===== config.mk =====
export PLATFORM = sky130hd
export DESIGN_NAME = adc_average_compare_calibration
export DESIGN_NICKNAME = d
export VERILOG_FILES = /design/src/rtl/avg_cmp_cal_pkg.sv /design/src/rtl/adc_average_compare_calibration.sv
export SDC_FILE = /design/constraint.sdc
export NUM_CORES = 1
export LEC_CHECK = 0
export CAP_MARGIN = 0
export CORE_MARGIN = 1
export CORE_UTILIZATION = 62
export DETAILED_ROUTE_END_ITERATION = 8
export DONT_BUFFER_PORTS = 1
export GPL_TIMING_DRIVEN = 0
export PLACE_DENSITY = 0.78
export SLEW_MARGIN = 25
export SYNTH_ARGS = -nofsm -noshare
export SYNTH_HDL_FRONTEND = slang
export SYNTH_SLANG_ARGS = --single-unit

===== constraint.sdc =====
create_clock -name clk -period 7.4 [get_ports clk]
set_input_delay 1.11 -clock clk [delete_from_list [all_inputs] [get_ports clk]]
set_output_delay 1.11 -clock clk [all_outputs]
set_load 0.02 [all_outputs]

===== src/rtl/avg_cmp_cal_pkg.sv =====
// Package for the converter post-processing block: widths, encodings, structs.
// Assumes a 16-bit raw converter result and a single 20 MHz bus clock.
`default_nettype none
package avg_cmp_cal_pkg;
  localparam int unsigned RES_W = 16;
  localparam int unsigned ACC_W = 21;          // 16 bits plus log2(32)
  localparam int unsigned CNT_W = 6;
  localparam int unsigned CAL_W = 16;
  localparam int unsigned NUM_CAL = 7;         // Side results per side
  // Average count select encodings and shift amounts
  localparam logic [1:0] AVG_4 = 2'h0;
  localparam logic [1:0] AVG_8 = 2'h1;
  localparam logic [1:0] AVG_16 = 2'h2;
  localparam logic [1:0] AVG_32 = 2'h3;
  localparam logic [2:0] SHIFT_BASE = 3'h2;    // 4 conversions = shift by 2
  localparam logic [CNT_W-1:0] CNT_ONE = 6'h01;
  // Calibration budget: converter-clock cycles plus bus cycles
  localparam int unsigned CAL_CONV_CYCLES = 14000;
  localparam int unsigned CAL_BUS_CYCLES = 100;
  localparam logic [RES_W-1:0] RES_ZERO = 16'h0000;
  localparam logic [CAL_W-1:0] CAL_ZERO = 16'h0000;

  typedef enum logic [1:0] {
    ST_IDLE = 2'b00,
    ST_CONV = 2'b01,
    ST_CAL  = 2'b11
  } state_e;

  // Compare configuration travels together
  typedef struct packed {
    logic enable;
    logic greater;
    logic range;
    logic [RES_W-1:0] cv1;
    logic [RES_W-1:0] cv2;
  } cmp_cfg_s;

  // Values loaded by calibration
  typedef struct packed {
    logic [CAL_W-1:0] offset;
    logic [CAL_W-1:0] plus_sample;
    logic [CAL_W-1:0] plus_diff;
    logic [CAL_W-1:0] minus_sample;
    logic [CAL_W-1:0] minus_diff;
  } cal_vals_s;
endpackage
`default_nettype wire


===== src/rtl/adc_average_compare_calibration.sv =====
// Averaging, automatic compare and calibration sequencing for channel A.
// Assumes an analog core that reports raw results with a one-cycle strobe on clk,
// and calibration results with a one-cycle done strobe.
// Contract
// - averaging enable averages 4, 8, 16 or 32 conversions by count select.
// - conversion active flag held through whole averaging sequence.
// - with averaging, single conversions only accumulate, no complete flag.
// - after count done and compare passes, store average, set complete flag.
// - interrupt when complete flag set and channel interrupt enable set.
// - less-than mode: true when result below first compare value.
// - greater mode: true when result at or above first compare value.
// - range with cv1<=cv2: inside inclusive or outside exclusive.
// - range with cv1>cv2: outside inclusive or inside exclusive.
// - failed compare leaves complete flag clear and result unchanged.
// - averaging plus compare compares the averaged result.
// - calibration start begins sequence only with hardware trigger select low.
// - start with hardware trigger select high sets fail, start stays clear.
// - register write or stop mode during calibration aborts and sets fail.
// - calibration end sets channel A complete flag for interrupt.
// - calibration ending with fail clear counts as success.
// - calibration loads offset and side calibration registers.
// - calibration ignores channel, continuous, compare, average, mode settings.
// - calibration may take 14000 converter cycles plus 100 bus cycles.
`timescale 1ns/1ps
`default_nettype none
module adc_average_compare_calibration (
  input wire logic clk,                                   // Bus clock, 20 MHz
  input wire logic nrst,                                  // Async reset, active low
  input wire logic clk_en,                                // Freezes all state when low
  input wire logic average_enable,                        // Hardware averaging on
  input wire logic [1:0] average_count_select,            // 4/8/16/32 conversions
  input wire avg_cmp_cal_pkg::cmp_cfg_s cmp_cfg,          // Compare setup
  input wire logic channel_a_interrupt_enable,            // Interrupt enable
  input wire logic hardware_trigger_select,               // Hardware trigger mode
  input wire logic conv_start,                            // Start pulse for a sequence
  input wire logic raw_valid,                             // Raw conversion done strobe
  input wire logic [avg_cmp_cal_pkg::RES_W-1:0] raw_data, // Raw conversion value
  input wire logic cal_start_req,                         // Software sets start bit
  input wire logic cal_stop_req,                          // Software clears start bit
  input wire logic reg_write,                             // Any other register write
  input wire logic stop_mode,                             // Stop mode entry
  input wire logic clear_complete,                        // Result read clears flag
  input wire logic cal_done,                              // Analog calibration finished
  input wire avg_cmp_cal_pkg::cal_vals_s cal_results,     // Values calibration produced
  output logic cal_run,                                   // Calibrate mode to analog core
  output logic calibration_start_bit,                     // Start bit readback
  output logic calibration_fail_flag,                     // Calibration fail
  output logic conversion_active_flag,                    // Sequence in progress
  output logic complete_flag_channel_a,                   // Conversion complete
  output logic irq,                                       // Converter interrupt
  output logic [avg_cmp_cal_pkg::RES_W-1:0] result_q,     // Result registers
  output avg_cmp_cal_pkg::cal_vals_s cal_regs_q           // Calibration registers
);

  avg_cmp_cal_pkg::state_e state_q;
  logic [avg_cmp_cal_pkg::ACC_W-1:0] acc_q;
  logic [avg_cmp_cal_pkg::CNT_W-1:0] cnt_q;
  logic [avg_cmp_cal_pkg::CNT_W-1:0] target;
  logic [2:0] shift_amt;
  logic [avg_cmp_cal_pkg::ACC_W-1:0] acc_sum;
  logic [avg_cmp_cal_pkg::RES_W-1:0] avg_value;
  logic [avg_cmp_cal_pkg::RES_W-1:0] cand;
  logic last_conv;
  logic finish;
  logic cmp_true;
  logic lt1, ge1, gt2, le2;
  logic cal_abort;
  logic cal_ok_start;
  logic cal_bad_start;
  logic set_complete;
  logic conv_pass;
  logic cal_load;
  logic in_incl_hit, out_excl_hit, out_incl_hit, in_excl_hit;

  // Number of calibration words carried by the calibration struct
  localparam int unsigned CAL_FIELDS = $bits(avg_cmp_cal_pkg::cal_vals_s) / avg_cmp_cal_pkg::CAL_W;
  logic [avg_cmp_cal_pkg::CAL_W-1:0] cal_word_q [CAL_FIELDS];

  // Timing notes for users of this block:
  // the average is truncated, never rounded, to keep the divide a plain shift;
  // compare limits are read live, so changing them mid-set alters the verdict;
  // calibration length comes from the analog core, there is no timeout here,
  // so a core that never reports done leaves the block in calibration.

  always_comb begin
    shift_amt = avg_cmp_cal_pkg::SHIFT_BASE + {1'b0, average_count_select};
    target = avg_cmp_cal_pkg::CNT_W'(avg_cmp_cal_pkg::CNT_ONE << shift_amt);
  end

  assign acc_sum = acc_q + avg_cmp_cal_pkg::ACC_W'(raw_data);
  assign avg_value = avg_cmp_cal_pkg::RES_W'(acc_sum >> shift_amt);
  assign last_conv = !average_enable || (cnt_q == target - avg_cmp_cal_pkg::CNT_ONE);
  assign cand = average_enable ? avg_value : raw_data;

  // Compare primitives
  assign lt1 = cand < cmp_cfg.cv1;
  assign ge1 = !lt1;
  assign gt2 = cand > cmp_cfg.cv2;
  assign le2 = !gt2;

  // Range outcomes; endpoints count only in the inclusive modes
  assign in_incl_hit = ge1 && le2;
  assign out_excl_hit = lt1 || gt2;
  assign out_incl_hit = ge1 || le2;
  assign in_excl_hit = lt1 && gt2;

  // Compare mode selection
  always_comb begin
    if (!cmp_cfg.range) begin
      // less than / greater or equal
      cmp_true = cmp_cfg.greater ? ge1 : lt1;
    end else if (cmp_cfg.cv1 <= cmp_cfg.cv2) begin
      cmp_true = cmp_cfg.greater ? in_incl_hit : out_excl_hit;
    end else begin
      cmp_true = cmp_cfg.greater ? out_incl_hit : in_excl_hit;
    end
  end

  // only last conversion of a set finishes
  assign finish = (state_q == avg_cmp_cal_pkg::ST_CONV) && raw_valid && last_conv;

  // Calibration start and abort decode
  // start only under software trigger
  assign cal_ok_start = cal_start_req && !hardware_trigger_select && (state_q != avg_cmp_cal_pkg::ST_CAL);
  assign cal_bad_start = cal_start_req && hardware_trigger_select;
  // write or stop aborts calibration; a second start write is a write too
  assign cal_abort = (state_q == avg_cmp_cal_pkg::ST_CAL)
                  && (reg_write || stop_mode || cal_stop_req || cal_start_req);

  // a set completes only when the compare is disabled or passes
  assign conv_pass = finish && (!cmp_cfg.enable || cmp_true);
  // clean calibration end; abort in the same cycle wins
  assign cal_load = (state_q == avg_cmp_cal_pkg::ST_CAL) && cal_done && !cal_abort;
  assign set_complete = conv_pass || cal_load;

  // Sequencer state; calibration takes priority over conversions
  always_ff @(posedge clk or negedge nrst) begin
    if (!nrst) begin
      state_q <= avg_cmp_cal_pkg::ST_IDLE;
    end else if (clk_en) begin
      case (state_q)
        avg_cmp_cal_pkg::ST_IDLE: begin
          if (cal_ok_start) begin
            state_q <= avg_cmp_cal_pkg::ST_CAL;
          end else if (conv_start) begin
            state_q <= avg_cmp_cal_pkg::ST_CONV;
          end
        end
        avg_cmp_cal_pkg::ST_CONV: begin
          // Any register write or stop abandons the conversion set
          if (cal_ok_start) begin
            state_q <= avg_cmp_cal_pkg::ST_CAL;
          end else if (finish || reg_write || stop_mode) begin
            state_q <= avg_cmp_cal_pkg::ST_IDLE;
          end
        end
        avg_cmp_cal_pkg::ST_CAL: begin
          // length set by analog core, no timeout here
          if (cal_abort || cal_done) begin
            state_q <= avg_cmp_cal_pkg::ST_IDLE;
          end
        end
        default: begin
          state_q <= avg_cmp_cal_pkg::ST_IDLE;
        end
      endcase
    end
  end

  // Accumulator and conversion counter
  always_ff @(posedge clk or negedge nrst) begin
    if (!nrst) begin
      acc_q <= '0;
      cnt_q <= '0;
    end else if (clk_en) begin
      if (state_q != avg_cmp_cal_pkg::ST_CONV || finish) begin
        acc_q <= '0;
        cnt_q <= '0;
      end else if (raw_valid) begin
        acc_q <= acc_sum;
        cnt_q <= cnt_q + avg_cmp_cal_pkg::CNT_ONE;
      end
    end
  end

  // Result register; untouched on failed compare or abort
  always_ff @(posedge clk or negedge nrst) begin
    if (!nrst) begin
      result_q <= avg_cmp_cal_pkg::RES_ZERO;
    end else if (clk_en) begin
      if (conv_pass) begin
        result_q <= cand;
      end
    end
  end

  // Complete flag: set wins over a same-cycle clear
  always_ff @(posedge clk or negedge nrst) begin
    if (!nrst) begin
      complete_flag_channel_a <= 1'b0;
    end else if (clk_en) begin
      if (set_complete) begin
        complete_flag_channel_a <= 1'b1;
      end else if (clear_complete || conv_start) begin
        complete_flag_channel_a <= 1'b0;
      end
    end
  end

  // Calibration start bit; a refused start never sets it
  always_ff @(posedge clk or negedge nrst) begin
    if (!nrst) begin
      calibration_start_bit <= 1'b0;
    end else if (clk_en) begin
      if (cal_ok_start) begin
        calibration_start_bit <= 1'b1;
      end else if (cal_bad_start || cal_abort || cal_load) begin
        // cleared on refusal, abort or end
        calibration_start_bit <= 1'b0;
      end
    end
  end

  // Calibration fail flag; only a fresh accepted start clears it
  always_ff @(posedge clk or negedge nrst) begin
    if (!nrst) begin
      calibration_fail_flag <= 1'b0;
    end else if (clk_en) begin
      if (cal_ok_start) begin
        calibration_fail_flag <= 1'b0;
      end else if (cal_bad_start || (cal_abort && !cal_stop_req)) begin
        // abort sets fail; a plain stop does not
        calibration_fail_flag <= 1'b1;
      end
    end
  end

  // Calibration registers, one word each, loaded at successful end
  for (genvar i = 0; i < CAL_FIELDS; i++) begin : g_cal_word
    always_ff @(posedge clk or negedge nrst) begin
      if (!nrst) begin
        cal_word_q[i] <= avg_cmp_cal_pkg::CAL_ZERO;
      end else if (clk_en && cal_load) begin
        cal_word_q[i] <= cal_results[i*avg_cmp_cal_pkg::CAL_W +: avg_cmp_cal_pkg::CAL_W];
      end
    end
  end

  // Pack the words back into the struct in the same bit order
  always_comb begin
    cal_regs_q = '0;
    for (int j = 0; j < CAL_FIELDS; j++) begin
      cal_regs_q[j*avg_cmp_cal_pkg::CAL_W +: avg_cmp_cal_pkg::CAL_W] = cal_word_q[j];
    end
  end

  // active through whole sequence; calibration mode ignores settings
  assign conversion_active_flag = (state_q != avg_cmp_cal_pkg::ST_IDLE);
  assign cal_run = (state_q == avg_cmp_cal_pkg::ST_CAL);

  assign irq = complete_flag_channel_a && channel_a_interrupt_enable;

endmodule // adc_average_compare_calibration
`default_nettype wire


Word level (Yosys, flattened, before mapping)
Index checks and enable logic that the tools add are counted.
{"block": "classes", "n_addsub": 4, "order_cmp": 3, "n_eq_ne": 8, "shift": 2, "muxes": 22, "reduce_logical": 49}
{"op": "two-way mux 21 bit", "count": 2}
{"op": "adder 21 x 16 -> 21 bit", "count": 1}
{"op": ">> shifter 21 x 3 -> 16 bit", "count": 1}
{"op": "greater-than comparator 16 bit", "count": 1}
{"op": "less-or-equal comparator 16 bit", "count": 1}
{"op": "logical OR 1 bit", "count": 16}
{"op": "< comparator 16 bit", "count": 1}
{"op": "two-way mux 16 bit", "count": 1}
{"op": "logical AND 1 bit", "count": 14}
{"op": "two-way mux 6 bit", "count": 2}
{"op": "two-way mux 1 bit", "count": 11}
{"op": "two-way mux 2 bit", "count": 5}
{"op": "AND reduction 2 bit", "count": 5}
{"op": "nonzero test 2 bit", "count": 5}
{"op": "zero test 1 bit", "count": 7}
{"op": "adder 6 x 1 -> 6 bit, second input constant", "count": 1}
{"op": "== test 6 bit", "count": 1}
{"op": "case mux 2 bit (3 select lines)", "count": 1}
{"op": "<< shifter 1 x 3 -> 6 bit, first input constant", "count": 1}
{"op": "subtractor 6 x 1 -> 6 bit, second input constant", "count": 1}
{"op": "!= test 2 x 1 -> 1 bit, second input constant", "count": 2}
{"op": "AND reduction 4 bit", "count": 1}
{"op": "adder 2 x 2 -> 3 bit, first input constant", "count": 1}
{"op": "!= test 3 x 2 -> 1 bit, second input constant", "count": 1}
{"op": "5 further kinds", "count": 5}
{"block": "word_totals", "ff_bits": 128, "input_bits": 147, "output_inout_bits": 102, "elab_cells": 100}

Depth between registers and ports, before layout
Gate-level depths: netlist of run 1.
{"block": "depth", "ltp_word": 14, "ltp_mapped": 24}

Worst setup path after synthesis of run 1
OpenSTA, ideal clock, no wires.
{"block": "synth_path", "kind": "input -> register", "from": "input raw_data[0] (netlist name)", "to": "register result_q[10] (netlist name)", "arrival_ps": 5646, "required_time_ps": 7275, "setup_slack_ps": 1629, "path_stages": 23, "cell_sequence": "ha_1 > inv_1 > fa_1 > nor2b_1 > o2111ai_1 > and3_1 > buf_4 > o31ai_4 > nor2b_4 > xnor2_2 > nand2_1 > a221o_1 > ha_1 > nand4_1 > or2_2 > nor4_1 > a31oi_1 > and3_2 > o41ai_1 > and3_1 > buf_6 > buf_12 > mux2_4"}
{"block": "synth_via", "elab_chain_cells": 12}
{"element": "from (decl)", "line_no": "adc_average_compare_calibration.sv:37", "text": "input wire logic [avg_cmp_cal_pkg::RES_W-1:0] raw_data,"}
{"element": "adder 21 x 16 -> 21 bit *", "line_no": "adc_average_compare_calibration.sv:90", "text": "assign acc_sum = acc_q + avg_cmp_cal_pkg::ACC_W'(raw_data);"}
{"element": ">> shifter 21 x 3 -> 16 bit *", "line_no": "adc_average_compare_calibration.sv:91", "text": "assign avg_value = avg_cmp_cal_pkg::RES_W'(acc_sum >> shift_amt);"}
{"element": "two-way mux 16 bit *", "line_no": "adc_average_compare_calibration.sv:93", "text": "assign cand = average_enable ? avg_value : raw_data;"}
{"element": "net cand (one bit)", "line_no": "adc_average_compare_calibration.sv:62", "text": "logic [avg_cmp_cal_pkg::RES_W-1:0] cand;"}
{"element": "< comparator 16 bit / greater-than comparator 16 bit (equally long branches)", "line_no": "adc_average_compare_calibration.sv:96, adc_average_compare_calibration.sv:98"}
{"element": "zero test 1 bit (on tied branches)", "line_no": "adc_average_compare_calibration.sv:97, adc_average_compare_calibration.sv:99"}
{"element": "logical OR 1 bit / logical AND 1 bit (equally long branches)", "line_no": "adc_average_compare_calibration.sv:104, adc_average_compare_calibration.sv:102"}
{"element": "two-way mux 1 bit (on tied branches)", "line_no": "adc_average_compare_calibration.sv:115, adc_average_compare_calibration.sv:113"}
{"element": "two-way mux 1 bit", "line_no": "adc_average_compare_calibration.sv:112", "text": "end else if (cmp_cfg.cv1 <= cmp_cfg.cv2) begin"}
{"element": "two-way mux 1 bit *", "line_no": "adc_average_compare_calibration.sv:109", "text": "if (!cmp_cfg.range) begin"}
{"element": "logical OR 1 bit *", "line_no": "adc_average_compare_calibration.sv:131", "text": "assign conv_pass = finish && (!cmp_cfg.enable || cmp_true);"}
{"element": "logical AND 1 bit *", "line_no": "adc_average_compare_calibration.sv:131"}
{"element": "AND reduction 2 bit (no line) *"}
{"element": "to (signal assigned)", "line_no": "adc_average_compare_calibration.sv:189", "text": "result_q <= avg_cmp_cal_pkg::RES_ZERO;"}
{"element": "to (signal assigned)", "line_no": "adc_average_compare_calibration.sv:192", "text": "result_q <= cand;"}
{"element": "to (decl)", "line_no": "adc_average_compare_calibration.sv:51", "text": "output logic [avg_cmp_cal_pkg::RES_W-1:0] result_q,"}
Mark *: on every way through the listed nets, which the timed path passes. The rest lies on a longest branch.
A chain may end at the register's enable or synchronous reset.

Worst setup path after layout of run 1
{"block": "layout_path", "from": "input raw_data[1] (netlist name)", "to": "register result_q[10] (netlist name)"}
The elaborated chain is that of the path after synthesis.

==> flow_summary.ini, run 1 <==
[cts]
cts.sinks = 128
clk_pin_slew_ps = 70
postCtsSetupRepairBufs = 0
h-tree-depth = 4
clock_path_buffers = 2
cts_root_buf = clkbuf_16
hold_buffers = 0
cts_buffers = 17
cts_tree = yes
cts_resized = 0
clk_latency_ps = 420

[logic_synthesis]
synth_edf_count = 0
async_flop_share_pct = 100
synth_area_um2 = 8150
synth-seq-cells = 128
synth-main-ff-cell = dfrtp_1
ys_top_cells_by_count = dfrtp_1, mux2_2, nand2_1, ha_1, inv_1
yosys-top-cells-area = dfrtp_1, mux2_2, ha_1, nand2_1, o21ai_0
synth_largest_area_cell = dfrtp_1
yosysMostFrequentCell = dfrtp_1
synth-seq-area-share_pct = 39.3
synth_cell_types = 82
synthCells = 801
synth_nets = 1013
ys.warnings.count = 0
synth_area_per_cell_um2 = 10.2
yosysTopAreaCellShare_pct = 39.3

[timing]
timing.setup.tns_ps = 0
setup_viol = 0
finalMaxSlewViolations = 0
max_freq_mhz = 145
min_period_ps = 6900
rsz0062_at_grt = false
final.period_utilization_pct = 93.2
maxSlewHeadroom_pct = 34.8
final_hold_viol_count = 0
tightest_slew_ps = 965
skew_ps = 13.7

[floorplan]
die-height_um = 117
initial_utilization_pct = 64.1
num_rows = 41
core_area_um2 = 12700
die_area_um2 = 13600
boundaryPins = 249
die_w_um = 117

[finish]
nFillCells = 965
area_growth_pct = 9.67
multi_input_area_um2 = 4550
nets = 1033
final_design_area_no_fill_um2 = 8940
regArea_um2 = 3200
drive_gt1_share_pct = 19.8
n_antenna_cell = 0

[pwr]
vdd_drop_max_mv = 0.229
p_sw_share_pct = 39.0
p_sw_uw = 1030
clockPowerShare_pct = 30.2
pwr-share-seq_pct = 37.0
p_leak_uw = 0.00428
p_int_uw = 1610
powerDensity_nw_per_um2 = 295
pwr-share-comb_pct = 32.7

[detailed_routing]
post_drt_wl_per_cell_um = 21.7
route.detailed.drc = 0
ant_nets = 0
drt_first_pass_iters = 5
routed_wl_um = 21900
drtIter0Drc = 545
via_per_inst = 6.47
vias = 6511

[worst_setup_path]
r2r-start = acc_q[1]$_DFFE_PN0P_
cp.arrival_ps = 7190
worstPathMaxFanout = 10
startpoint = raw_data[1]
r2r_end = result_q[10]$_DFFE_PN0P_
crit_end = result_q[10]$_DFFE_PN0P_
crit_type = input port to flip-flop
reg2reg_slack_ps = 790
start_kind = input port
r2r_cells = 21
cp-end-kind = flip-flop
required_ps = 7690

[job]
maxCapViolCount = 0

[run_status]
status = finished, final reports clean

[global_route]
antenna_found_initial = 0
grt.met1_usage_pct = 41.7
busiest_layer = met2
grt_overflow = 0
grt_usage_pct = 32.9
grtUsageMet3_pct = 8.41
grt_start_max_net_pins = 129
grt_pass1_vias = 6521
grt_pass1_wl_um = 34000
met2_usage_pct = 54.4

[place]
place_congestion = 0.921
hpwl_um = 16400
io_buffers = 0
placed_cell_area_um2 = 8380

[worst_hold_path]
worstHoldPathType = input port to asynchronous set/reset pin
worst max-delay path, stage by stage:
cell	delay, ps
ha_1	330
a211oi_2	380
o21ai_0	210
nand3_1	180
nand4b_1	260
mux2i_1	240
a211oi_1	350
mux2i_1	130
o311ai_0	820
ha_1	430
nand4_1	130
nand3_1	90
o21a_1	200
a211oi_2	270
o211ai_1	130
and3_2	230
o41ai_1	730
and3_1	340
buf_6	170
buf_12	160
mux2_4	300
placed cells by master (no fill, tap or decap), types with 9 or more instances in the layout:
| cell | netlist | routed |
|---|---|---|
| clkbuf_16 | 0 | 17 |
| o31ai_1 | 18 | 18 |
| ha_1 | 64 | 64 |
| nand4_1 | 9 | 9 |
| o211ai_1 | 11 | 11 |
| mux2i_1 | 11 | 11 |
| mux2_2 | 90 | 90 |
| xnor2_1 | 9 | 9 |
| o21ai_0 | 43 | 43 |
| nor3_1 | 9 | 9 |
| dfrtp_1 | 128 | 128 |
| a21o_1 | 9 | 9 |
| nand2_1 | 74 | 74 |
| nand3_1 | 20 | 20 |
| inv_1 | 54 | 54 |
| a21oi_1 | 35 | 35 |
| nor2_1 | 40 | 40 |
| clkbuf_1 | 21 | 21 |
metrics by stage:
| stage | instances | hold slack (ps) | util [%] | total power [µW] | setup WS (ps) |
|---|---|---|---|---|---|
| finish | 1006 | 391 | 70.3 | 2640 | 502 |
| global route | 1006 | 379 | 70.3 | 2780 | 299 |
| CTS | 1006 | 380 | 70.3 | 2630 | 609 |
| detailed placement | 974 | 474 | 65.9 | 1830 | 179 |
| global placement | 973 | 466 | 65.8 | 1790 | 260 |
| floorplan | 801 | 453 | - | 1620 | 1630 |
per-layer routing:
layer / wire, µm / share of wire [%] / vias up
li1: - / - / 2965
met1: 8760 / 40 / 3188
met2: 10800 / 49 / 311
met3: 1770 / 8.1 / 47
met4: 581 / 2.7 / 0
met5: 0 / 0 / -
area by class of cell:
class	instances	area share, %
clock inverter	14	1.34
inverter	55	2.31
tap	172	2.41
multi-input combinational	584	50.9
timing repair buffer	1	0.0840
sequential	128	35.8
buffer	34	2.18
clock buffer	18	4.91
registers in the layout, summed over array words and instances (netlist names):
register	flops
cal_regs_q	80
calibration_start_bit	1
cnt_q	6
acc_q	21
result_q	16
calibration_fail_flag	1
state_q	2
complete_flag_channel_a	1
how the worst min path moves through the flow:
| stage | start | end | cells after the start |
|---|---|---|---|
| floorplan | acc_q[10]$_DFFE_PN0P_ | acc_q[10]$_DFFE_PN0P_ | 2 |
| global placement | acc_q[7]$_DFFE_PN0P_ | acc_q[7]$_DFFE_PN0P_ | 2 |
| detailed placement | acc_q[9]$_DFFE_PN0P_ | acc_q[9]$_DFFE_PN0P_ | 2 |
| CTS | nrst | acc_q[10]$_DFFE_PN0P_ | 0 |
| global route | nrst | result_q[11]$_DFFE_PN0P_ | 0 |
| finish | nrst | result_q[11]$_DFFE_PN0P_ | 0 |
cells by family after synthesis:
logic type	synth area share, %
flip-flops	39.3
adder cells (fa/ha/maj)	10.1
buffers and inverters	4.93
multiplexers	15.3
XOR/XNOR	2.03
AND/OR/NAND/NOR	12.0
AO/OA/AOI/OAI	16.4
power by group through the flow:
stage | logic, µW | clock network [µW] | registers (µW)
finish | 864 | 798 | 978
global placement | 802 | 0 | 985
CTS | 846 | 804 | 979
global route | 952 | 833 | 991
detailed placement | 836 | 0 | 989
floorplan | 659 | 0 | 960
No activity file was read; power rests on OpenSTA's default activity.
==> inputs of run 2 (changes only) <==
--- a/config.mk
+++ b/config.mk
@@ -10,8 +10,8 @@
 export CORE_UTILIZATION = 62
 export DETAILED_ROUTE_END_ITERATION = 8
 export DONT_BUFFER_PORTS = 1
-export GPL_TIMING_DRIVEN = 0
-export PLACE_DENSITY = 0.78
+export GPL_TIMING_DRIVEN = 1
+export PLACE_DENSITY = 0.83
 export SLEW_MARGIN = 25
 export SYNTH_ARGS = -nofsm -noshare
 export SYNTH_HDL_FRONTEND = slang
==> run 2 against run 1 <==
  * Via count shrank 1.9%
  * Die area is the same
  * Global-route usage shrank 1.2 points
  * Sequential power grew 2%
  * Total power grew 0.87%
  * Non-clock buffer count shrank 32
  * Critical path depth shrank 1
  * Final cell count shrank 3.2%
  * Combinational power shrank 5.6%
==> flow_summary.ini, run 2 (synthesis gave the netlist of run 1 again) <==
[global_route]
grt_pass1_vias = 6378
grt_pass1_wl_um = 32700
grt_start_max_net_pins = 129
grt_overflow = 0
grt_usage_pct = 31.7
antenna_found_initial = 0

[cts]
postCtsSetupRepairBufs = 0
hold_buffers = 0
clk_pin_slew_ps = 60
clock_path_buffers = 2
cts_buffers = 17
clk_latency_ps = 420
cts_resized = 0
cts_tree = yes
cts_root_buf = clkbuf_16
cts.sinks = 128
h-tree-depth = 4

[timing]
final_hold_viol_count = 0
final.period_utilization_pct = 85.6
finalMaxSlewViolations = 0
skew_ps = 7.71
rsz0062_at_grt = false
maxSlewHeadroom_pct = 37.0
max_freq_mhz = 158
fin_ws_ps = 1070
timing.setup.tns_ps = 0
setup_viol = 0
min_period_ps = 6330
tightest_slew_ps = 945

[finish]
nets = 1001
drive_gt1_share_pct = 19.5
largest_reg_flops = 80
area_growth_pct = 7.96
final_cell_count_no_fill = 974
final_cell_mix = dfrtp_1, mux2_2, nand2_1
n_antenna_cell = 0
layout_commonest_cell = dfrtp_1
nFillCells = 996
utilization_pct = 69.2

[floorplan]
num_rows = 41
die_w_um = 117
boundaryPins = 249
initial_utilization_pct = 64.1
die-height_um = 117
core_area_um2 = 12700
die_area_um2 = 13600

[detailed_routing]
drtIter0Drc = 406
vias = 6387
ant_nets = 0
routed_wl_um = 20900
drt_first_pass_iters = 7
via_per_inst = 6.56
route.detailed.drc = 0
post_drt_wl_per_cell_um = 21.5

[worst_setup_path]
crit_buf_inv = 1
reg2reg_slack_ps = 1340
path_cells = ha_1 -> a211oi_2 -> o21ai_0 -> nand3_1 -> nand4b_1 -> mux2i_1 -> a211oi_1 -> mux2i_1 -> o311ai_0 -> ha_1 -> nand4_1 -> nand3_1 -> o21a_1 -> a211oi_2 -> o211ai_1 -> and3_2 -> o41ai_1 -> and3_1 -> buf_4 -> mux2_4
crit_path_top_delay_cell = o311ai_0
crit_family = compound AO/OA/AOI/OAI gates
max_stage_delay_ps = 690
required_ps = 7700
crit_type = input port to flip-flop
cp-end-kind = flip-flop
r2r_cells = 20
start_kind = input port
worstPathMaxFanout = 12
startpoint = raw_data[1]
cp.arrival_ps = 6640
r2r_end = result_q[11]$_DFFE_PN0P_
r2r-start = acc_q[1]$_DFFE_PN0P_

[place]
dp_slack_ps = 753
hpwl_um = 15900
place_congestion = 0.950
io_buffers = 0
dp.cells = 942

[pwr]
p_int_uw = 1650
pwr-share-comb_pct = 30.6
p_leak_uw = 0.00422
p_sw_uw = 1010
powerDensity_nw_per_um2 = 303
pwr-share-seq_pct = 37.4
vdd_drop_max_mv = 0.184
p_sw_share_pct = 37.9
clockPowerShare_pct = 32.0

[job]
maxCapViolCount = 0

[run_status]
status = finished, final reports clean

[worst_hold_path]
worstHoldPathType = input port to asynchronous set/reset pin
-- run 2: final cells by class --
type | count | area [µm²] | share of cell area, %
Inverter | 55 | 206 | 2.35
Tap cell | 172 | 215 | 2.44
Clock buffer | 18 | 429 | 4.88
Timing Repair Buffer | 3 | 22.5 | 0.256
Sequential cell | 128 | 3200 | 36.4
Multi-Input combinational cell | 584 | 4560 | 51.8
Clock inverter | 14 | 168 | 1.90
-- run 2: layer usage --
metal / part of all wire [%] / track usage (%)
met1: 39 / 40.3
met2: 49 / 51.0
met3: 7.7 / 7.73
met4: 4.0 / 15.1
met5: 0 / 0
-- run 2: metrics by stage --
step	hold slack (ps)	area, µm²	power, µW
floorplan	453	8150	1620
global placement	468	8210	1770
detailed placement	472	8210	1800
CTS	371	8800	2660
global route	365	8800	2800
finish	380	8800	2660
-- run 2: power by group through the flow --
| stage | clock network, µW | logic [µW] | registers [µW] |
|---|---|---|---|
| CTS | 860 | 800 | 995 |
| detailed placement | 0 | 796 | 1000 |
| global route | 894 | 904 | 1000 |
| floorplan | 0 | 659 | 960 |
| global placement | 0 | 769 | 1000 |
| finish | 853 | 816 | 995 |
-- run 2: worst register-to-register path, delay by kind of cell (launching register included) --
family          cells  cell delay (ps)
compound gates      8             2490
simple gates        6             1400
fa+ha+maj           2              730
mux                 3              640
flops               1              410
buf+inv             1              280
-- run 2: how the worst max path moves through the flow --
| stage | end | slack (ps) | cells past startpoint |
|---|---|---|---|
| CTS | result_q[11]$_DFFE_PN0P_ | 1180 | 20 |
| finish | result_q[11]$_DFFE_PN0P_ | 1070 | 20 |
| global route | result_q[12]$_DFFE_PN0P_ | 740 | 20 |
| detailed placement | result_q[10]$_DFFE_PN0P_ | 750 | 20 |
| floorplan | result_q[10]$_DFFE_PN0P_ | 1630 | 23 |
| global placement | result_q[11]$_DFFE_PN0P_ | 900 | 20 |
